### config.mk
export PLATFORM = sky130hd
export DESIGN_NAME = spcs_page_stack
export DESIGN_NICKNAME = d
export VERILOG_FILES = /design/src/logic/spcs_pkg.sv /design/src/logic/spcs_page_stack.sv /design/src/logic/spcs_reg_decode.sv
export VERILOG_INCLUDE_DIRS = /design/src /design/src/logic
export SDC_FILE = /design/constraint.sdc
export NUM_CORES = 1
export LEC_CHECK = 0
export BUFFER_PORTS_ARGS = -buffer_cell sky130_fd_sc_hd__buf_4
export CORE_AREA = 8 8 70 72
export CTS_BUF_LIST = sky130_fd_sc_hd__clkbuf_4 sky130_fd_sc_hd__clkbuf_8
export CTS_CLUSTER_SIZE = 40
export DETAILED_ROUTE_END_ITERATION = 8
export DIE_AREA = 0 0 78 80
export GPL_TIMING_DRIVEN = 0
export PLACE_DENSITY = 0.76
export SYNTH_ARGS = -nofsm -noshare
export SYNTH_HDL_FRONTEND = slang
export SYNTH_HIERARCHICAL = 1
export SYNTH_SLANG_ARGS = --single-unit
export TNS_END_PERCENT = 100
### constraint.sdc
create_clock -name clk -period 5.05 [get_ports clk]
set_input_delay 0.505 -clock clk [delete_from_list [all_inputs] [get_ports clk]]
set_output_delay 0.505 -clock clk [all_outputs]
set_load 0.02 [all_outputs]
### src/logic/spcs_defines.svh
/*
  Offsets, field positions, reset values and page numbers of the page context stack.
  Assumes inclusion by bare name from the package and the design modules.
*/
`ifndef SPCS_DEFINES_SVH
`define SPCS_DEFINES_SVH
`define SPCS_PAGE_CONTROL_ADDR 8'h84
`define SPCS_SECOND_ENTRY_ADDR 8'h85
`define SPCS_THIRD_ENTRY_ADDR 8'h86
`define SPCS_CURRENT_PAGE_ADDR 8'ha7
`define SPCS_PAGE_CONTROL_PAGE 8'h0f
`define SPCS_AUTO_PAGE_BIT 0
`define SPCS_AUTO_PAGE_RESET 1'b1
`define SPCS_PAGE_RESET 8'h00
`define SPCS_STACK_DEPTH 3
`endif

### src/logic/spcs_pkg.sv
/*
  Types shared by the page context stack modules.
  Assumes the defines header is on the include path.
*/
`include "spcs_defines.svh"
package spcs_pkg;
  typedef logic [7:0] spcs_page_t;
  typedef struct packed {
    logic autoPageEnable;
    spcs_page_t current;
    spcs_page_t second;
    spcs_page_t third;
    spcs_page_t rdData;
    logic rdValid;
  } spcs_state_t;
endpackage

### src/logic/spcs_page_stack.sv
/*
  Page context stack: current page select, second and third entries, auto paging control.
  Assumes the core pulses intEntry with the source page and intReturn one cycle each,
  and drives single-cycle register reads and writes; read data follows one cycle later.
*/
// Summary of operation
// Auto paging on loads source page at entry
// Auto paging off keeps current page at entry
// Control bits 7:1 read zero; bit0 resets one
// Three-entry stack: current, second, third
// Only entry pushes, only return pops
// Register access never pushes or pops stack
// Second entry write sets page after return
// Second entry read returns value, no effects
// Push shifts down; pop shifts up, third kept
`timescale 1ns/100ps
`include "spcs_defines.svh"
module spcs_page_stack (
  input wire logic clk,
  input wire logic rst,
  input wire logic [7:0] regAddr,
  input wire logic [7:0] regWrData,
  input wire logic regWrite,
  input wire logic regRead,
  output logic [7:0] regRdData,
  output logic regRdValid,
  input wire logic intEntry,
  input wire spcs_pkg::spcs_page_t intSourcePage,
  input wire logic intReturn,
  output spcs_pkg::spcs_page_t currentPageSelect,
  output logic autoPageEnable
);
  import spcs_pkg::*;

  spcs_state_t state_q;
  spcs_state_t state_d;
  logic selControl;
  logic selSecond;
  logic selThird;
  logic selCurrent;

  spcs_reg_decode decode (
    .addr(regAddr),
    .curPage(state_q.current),
    .selControl(selControl),
    .selSecond(selSecond),
    .selThird(selThird),
    .selCurrent(selCurrent)
  );

  always_comb begin
    state_d = state_q;
    state_d.rdValid = regRead;
    state_d.rdData = 8'h00;
    if (regRead) begin
      if (selControl) begin
        state_d.rdData = {7'h00, state_q.autoPageEnable};
      end else if (selSecond) begin
        state_d.rdData = state_q.second;
      end else if (selThird) begin
        state_d.rdData = state_q.third;
      end else if (selCurrent) begin
        state_d.rdData = state_q.current;
      end
    end
    // Single-entry writes touch only their own byte
    if (regWrite) begin
      if (selControl) begin
        state_d.autoPageEnable = regWrData[`SPCS_AUTO_PAGE_BIT];
      end
      if (selSecond) begin
        state_d.second = regWrData;
      end
      if (selThird) begin
        state_d.third = regWrData;
      end
      if (selCurrent) begin
        state_d.current = regWrData;
      end
    end
    // Stack motion overrides a same-cycle register write; entry beats return
    if (intEntry) begin
      state_d.third = state_q.second;
      state_d.second = state_q.current;
      if (state_q.autoPageEnable) begin
        state_d.current = intSourcePage;
      end else begin
        state_d.current = state_q.current;
      end
    end else if (intReturn) begin
      state_d.current = state_q.second;
      state_d.second = state_q.third;
      state_d.third = state_q.third;
    end
  end

  always_ff @(posedge clk) begin
    if (rst) begin
      state_q.autoPageEnable <= `SPCS_AUTO_PAGE_RESET;
      state_q.current <= `SPCS_PAGE_RESET;
      state_q.second <= `SPCS_PAGE_RESET;
      state_q.third <= `SPCS_PAGE_RESET;
      state_q.rdData <= 8'h00;
      state_q.rdValid <= 1'b0;
    end else begin
      state_q <= state_d;
    end
  end

  assign regRdData = state_q.rdData;
  assign regRdValid = state_q.rdValid;
  assign currentPageSelect = state_q.current;
  assign autoPageEnable = state_q.autoPageEnable;
endmodule

### src/logic/spcs_reg_decode.sv
/*
  Address decoder for the page context registers on the special-function bus.
  Assumes a single-cycle bus with address, write and read strobes from the core.
*/
`timescale 1ns/100ps
`include "spcs_defines.svh"
module spcs_reg_decode (
  input wire logic [7:0] addr,
  input wire spcs_pkg::spcs_page_t curPage,
  output logic selControl,
  output logic selSecond,
  output logic selThird,
  output logic selCurrent
);
  import spcs_pkg::*;
  always_comb begin
    // Page control lives on one page only; the rest are on every page
    selControl = (addr == `SPCS_PAGE_CONTROL_ADDR) && (curPage == `SPCS_PAGE_CONTROL_PAGE);
    selSecond = (addr == `SPCS_SECOND_ENTRY_ADDR);
    selThird = (addr == `SPCS_THIRD_ENTRY_ADDR);
    selCurrent = (addr == `SPCS_CURRENT_PAGE_ADDR);
  end
endmodule

==> key figures, run 1 <==
Status
  • Status: complete, no violations

Setup path
  • Worst Path Class, Setup: in2reg
  • Startpoint Class: input port
  • Worst EP required: between 5 and 6 ns
  • Critical path peak fanout: 8
  • Worst path arrival time: approximately 2.3 ns
  • Setup crit end kind: register

STA
  • Final hold vios: 0
  • Skew final: ~0.0050 ns
  • Max Fclk: 483 MHz
  • Slew @ Worst Pin: 0.550 ns
  • Final setup vio count: 0
  • Crit share post-route: between 40% and 50%
  • Final setup margin: between 2 and 3 ns
  • Count of final max-slew check failures: 0
  • Tmin final: 2.07 ns
  • Setup_tns: 0 ns
  • Worst rel slew slack: a little over three fifths
  • RSZ-0062 raised after global routing: false

Power
  • Max IR drop VDD: 0.166 mV
  • Clk pwr share: between 30% and 40%
  • Power per cell area: approximately 260 mW/mm²
  • Logic pwr share: between 10% and 20%
  • Switching power share of the total: between 20% and 30%
  • Leakage: 1.22 nW
  • Sequential group share of total power: 45.1%
  • Int Power: 497 µW
  • P_sw: around 160 µW

Yosys
  • Seq/Total Area, Yosys: 34.1%
  • Syn Inst Count: approximately 230
  • Post-Syn Nets: ~260
  • Ys Warns: 6
  • Count of state elements after synthesis: 34
  • Mean Syn Cell Area: approximately 9 µm²
  • Synth cell types: 33
  • Mapped cell area: 0.00200 mm²

Drt
  • First-pass DRT Iterations: 4
  • DRC: 0
  • Routed Antenna Nets: 0
  • Vias: approximately 1800
  • Wire per inst: ~14 µm
  • Iteration-0 DRC Markers: 84
  • Vias/cell: about 5.3
  • Final WL: approximately 4.8 mm

Global route
  • GR Overflow Total: 0
  • GRT Util Overall: between 15 and 20%
  • First-pass GRT wire length: 7.95 mm
  • Largest net degree at the start of global routing: 11
  • Vias in the first global route: ~1700
  • Initial antenna violation count: 0

Clock tree
  • Clock tree from TritonCTS: done
  • Clock sinks: 34
  • Clock-pin slew on the worst setup and hold paths: ~0.070 ns
  • Worst-Skew Late Latency: between 0.2 and 0.3 ns
  • CTS buffer count: 5
  • Number of gates resized after CTS: 0
  • Postcts setup bufs: 0
  • Root Buffer: clkbuf_8
  • Clk buf depth: 2
  • CTS H-tree lvls: 2
  • CTS Hold Bufs: 0

Layout
  • ANT cells: 0
  • Layout area overhead: 26.1%
  • Share of layout cells above drive strength 1: 33.6%
  • Nets: between 300 and 400

Floorplanning
  • Starting Density: slightly above 50%
  • Die Area: about 0.0062 mm²
  • Standard-cell rows: 23
  • Die Y: ~80 µm
  • Die W: between 70 and 80 µm
  • Core ar.: around 0.0039 mm²
  • Ports: 48

Hold path
  • Min-Delay Path Class: in2reg

Placement
  • Pre-CTS WS: ~2.7 ns
  • # port buffers: 46
  • Post-DP HPWL: between 3 and 4 mm
  • Placer Congestion: about 0.86

Flow run
  • Max-Cap Viols: 0
## cells by family (layout without fill, tap and decap cells)
logic type	count (synthesis)	after routing	share of synthesized area, %
mux	24	24	12.5
simple gates	71	71	19.4
buf+inv	35	88	11.1
compound gates	63	63	22.9
flops	34	34	34.1
## layout make-up
class | instances | area (µm²)
Tap cell | 50 | 62.6
Clock inverter | 1 | 30.0
Timing Repair Buffer | 46 | 345
Fill cell | 339 | 1340
Inverter | 3 | 11.3
Sequential cell | 34 | 681
Clock buffer | 6 | 82.6
Multi-Input combinational cell | 158 | 1090
Buffer | 32 | 210
## layout by cell type, fill, tap and decap left out, types with 2 or more instances in the layout
| cell type | count |
|---|---|
| a22o_1 | 8 |
| a21oi_1 | 10 |
| a211oi_1 | 8 |
| mux2_2 | 8 |
| buf_6 | 3 |
| nand2_1 | 32 |
| a211oi_2 | 2 |
| clkbuf_1 | 6 |
| nand2b_1 | 16 |
| mux2i_1 | 16 |
| nor3b_2 | 2 |
| inv_1 | 3 |
| dfxtp_1 | 34 |
| nor2_1 | 10 |
| nand3b_1 | 3 |
| o211a_1 | 7 |
| nor3_2 | 2 |
| o21ai_0 | 15 |
| o211ai_1 | 8 |
| buf_4 | 62 |
| buf_2 | 6 |
| clkbuf_8 | 6 |
## registers in the layout (all words and copies together) (netlist names)
signal,cells
state_q,16
currentPageSelect,8
regRdData,8
autoPageEnable,1
regRdValid,1
## worst max-delay path: stages
cell,delay [ns]
buf_4,0.12
nor4b_4,0.30
nand3b_2,0.16
nor3b_2,0.19
clkbuf_1,0.33
nand3b_1,0.14
buf_6,0.17
mux2i_1,0.12
a211oi_1,0.23
## layer usage
| metal | global-route usage, % | wire length (µm) | up-vias |
|---|---|---|---|
| met5 | 0 | 0 | - |
| met4 | 5.74 | 65 | 0 |
| met3 | 4.39 | 241 | 6 |
| met2 | 26.5 | 2340 | 43 |
| met1 | 18.3 | 2110 | 813 |
| li1 | - | - | 898 |
## metrics by stage
step,util (%),cell area (µm²),hold slack (ns),cells,total power [mW]
after floorplan,-,2000,0.457,227,0.365
after global placement,62.3,2400,0.482,323,0.406
after detailed placement,62.3,2400,0.479,323,0.409
after CTS,65.2,2520,0.438,330,0.662
after global routing,65.2,2520,0.471,330,0.685
final,65.2,2520,0.437,330,0.658
## synthesized netlist by cell type, drive strengths merged
master	n	area, µm²
nor2	10	37.5
nor2b	1	6.26
a22o	8	70.1
clkbuf	6	22.5
mux2	8	90.1
o21ba	1	10.0
inv	3	11.3
nand2	32	120
nand3b	4	33.8
a311o	1	10.0
o211a	7	70.1
nor3b	2	25.0
nor4b	1	23.8
a221o	1	10.0
buf	26	188
nand4b	1	8.76
nand3	1	5.00
mux2i	16	160
o211ai	8	60.1
dfxtp	34	681
a21oi	10	50.1
a211o	1	8.76
nor3	2	20.0
a21boi	1	7.51
nand2b	16	100
nor4	1	6.26
a211oi	10	85.1
o21ai	15	75.1
## path summary, 6_finish.rpt
check | startpoint | to | slack [ns] | cells after the start
max reg2reg | currentPageSelect[5]$_SDFFE_PP0P_ | autoPageEnable$_SDFFE_PP1P_ | 3.26 | 5
min | regRead | regRdValid$_SDFF_PP0_ | 0.44 | 3
min reg2reg | state_q[19]$_SDFFE_PP0P_ | state_q[19]$_SDFFE_PP0P_ | 0.49 | 2
max | regAddr[4] | state_q[9]$_SDFFE_PP0P_ | 2.98 | 9
## power by group through the flow
stage	Sequential [mW]	Clock [mW]	Combinational [mW]
after floorplan	0.298	0	0.0675
after global placement	0.301	0	0.105
after detailed placement	0.302	0	0.108
after CTS	0.296	0.257	0.108
after global routing	0.298	0.270	0.117
final	0.296	0.254	0.108
No activity file was read; power rests on OpenSTA's default activity.
==> run 2, diff against run 1 <==
--- a/config.mk
+++ b/config.mk
@@ -7,13 +7,13 @@
 export NUM_CORES = 1
 export LEC_CHECK = 0
 export BUFFER_PORTS_ARGS = -buffer_cell sky130_fd_sc_hd__buf_4
-export CORE_AREA = 8 8 70 72
+export CORE_AREA = 8 8 73 75
 export CTS_BUF_LIST = sky130_fd_sc_hd__clkbuf_4 sky130_fd_sc_hd__clkbuf_8
 export CTS_CLUSTER_SIZE = 40
 export DETAILED_ROUTE_END_ITERATION = 8
-export DIE_AREA = 0 0 78 80
+export DIE_AREA = 0 0 81 83
 export GPL_TIMING_DRIVEN = 0
-export PLACE_DENSITY = 0.76
+export PLACE_DENSITY = 0.73
 export SYNTH_ARGS = -nofsm -noshare
 export SYNTH_HDL_FRONTEND = slang
 export SYNTH_HIERARCHICAL = 1
==> constraint.sdc (replaced) <==
create_clock -name clk -period 1.89 [get_ports clk]
set_input_delay 0.189 -clock clk [delete_from_list [all_inputs] [get_ports clk]]
set_output_delay 0.189 -clock clk [all_outputs]
set_load 0.02 [all_outputs]
==> run 2 against run 1 <==
Critical path type is now reg2reg. Hold slack worse by 0.30 ns. Critical endpoint is now autoPageEnable$_SDFFE_PP1P_. Count of clock-buffer cells in the layout rose by 1. Register-to-register slack lost 3.1 ns.
==> key figures, run 2 (synthesis gave the netlist of run 1 again) <==
Layout
  • Nets: 310
  • Most common cell after layout, fill and taps aside: buf_4
  • Share of layout cells above drive strength 1: around a third
  • Layout area overhead: 24.8%
  • ANT cells: 0
  • Max reg flops: 16
  • Most frequent cells in the layout: buf_4 (62), dfxtp_1 (34), nand2_1 (32), nand2b_1 (16), mux2i_1 (16)
  • Multi-input combinational cell area: between 0.001 and 0.0015 mm²
  • Fill count: between 300 and 400
  • Register area: between 600 and 700 µm²
  • Biggest register: state_q

Setup path
  • Startpoint Class: register
  • Worst EP required: 2.06 ns
  • Worst Path Class, Setup: reg2reg
  • Critical path peak fanout: 5
  • Setup crit end kind: register
  • Worst path arrival time: 1.94 ns
  • Worst R2R Start: currentPageSelect[5]$_SDFFE_PP0P_
  • Worst Setup SP: currentPageSelect[5]$_SDFFE_PP0P_

Global route
  • Vias in the first global route: 1737
  • GR Overflow Total: 0
  • GRT Util Overall: around 15%
  • First-pass GRT wire length: 8.13 mm
  • Largest net degree at the start of global routing: 11
  • Initial antenna violation count: 0

Power
  • Total power: ~1.6 mW
  • Power per cell area: around 640 mW/mm²
  • Leakage: 1.21 nW
  • Max IR drop VDD: 0.332 mV

Drt
  • Vias: between 1500 and 2000
  • Vias/cell: approximately 5.2
  • Wire per inst: about 14 µm
  • Routed Antenna Nets: 0
  • DRC: 0
  • Final WL: around 4.7 mm
  • First-pass DRT Iterations: 4
  • Iteration-0 DRC Markers: 100

STA
  • Final hold vios: 0
  • Final setup vio count: 0
  • Hold slack: roughly 0.14 ns
  • Max Fclk: about 570 MHz
  • Crit share post-route: 93.4%
  • Slew @ Worst Pin: ~0.57 ns
  • Tmin final: about 1.8 ns
  • RSZ-0062 raised after global routing: false
  • Worst rel slew slack: between 60% and 70%
  • Count of final max-slew check failures: 0
  • Skew final: between 0.001 and 0.0015 ns

Floorplanning
  • Core ar.: approximately 0.0042 mm²
  • Starting Density: 47.5%
  • Die Area: just under 0.007 mm²
  • Die Y: 83 µm
  • Die W: slightly above 80 µm
  • Ports: 48
  • Standard-cell rows: 24

Clock tree
  • CTS H-tree lvls: 2
  • Clock sinks: 34
  • CTS Hold Bufs: 0
  • Clk buf depth: 2
  • Clock tree from TritonCTS: done
  • Worst-Skew Late Latency: 0.28 ns
  • CTS buffer count: 5
  • Number of gates resized after CTS: 0
  • Clock-pin slew on the worst setup and hold paths: ~0.06 ns
  • Root Buffer: clkbuf_8
  • Postcts setup bufs: 0

Hold path
  • Min-Delay Path Class: in2reg
  • Hold Crit Start: regRead

Flow run
  • Max-Cap Viols: 0

Placement
  • # port buffers: 46
  • Post-DP HPWL: ~3.8 mm
  • Placer Congestion: around 0.84

Status
  • Status: complete, no violations
-- run 2: routing by layer --
layer  up-vias  global-route usage (%)  part of all wire (%)
li1        898                       -                     -
met1       780                    18.2                    45
met2        36                    24.1                    48
met3         5                    4.09                   5.5
met4         0                    6.02                   1.6
met5         -                       0                     0
-- run 2: layout make-up --
cell class / count / area share [%]
tap: 52 / 2.61
timing repair buffer: 46 / 13.9
buffer: 32 / 8.44
clock buffer: 7 / 3.37
multi-input combinational: 158 / 43.9
sequential: 34 / 27.3
inverter: 3 / 0.452
-- run 2: final timing paths --
kind	end	slack, ns	depth (start not counted)
max reg2reg	autoPageEnable$_SDFFE_PP1P_	0.12	5
min reg2reg	state_q[21]$_SDFFE_PP0P_	0.50	2
max	autoPageEnable$_SDFFE_PP1P_	0.12	5
min	regRdValid$_SDFF_PP0_	0.14	3
-- run 2: stage by stage --
stage	util (%)	instances	TNS [ns]	setup WS [ns]	area (µm²)
2_1_floorplan	-	227	0	0.216	2000
4_1_cts	59.2	332	0	0.123	2490
3_3_place_gp	57.2	325	-1.29	-0.105	2410
3_5_place_dp	57.2	325	-1.92	-0.131	2410
5_1_grt	59.2	332	0	0.00384	2490
6_report	59.2	332	0	0.125	2490
-- run 2: where the power goes --
| group | internal (mW) | switching, mW | total [mW] |
|---|---|---|---|
| registers | 0.754 | 0.0377 | 0.792 |
| clock network | 0.282 | 0.242 | 0.524 |
| logic | 0.153 | 0.135 | 0.288 |
-- run 2: worst max-delay path, cell delays in order, from the launching register on --
cell      delay [ns]
dfxtp_1         0.34
nor4_1          0.33
nand3b_1        0.14
nor3_2          0.36
a21boi_0        0.15
a311o_1         0.33
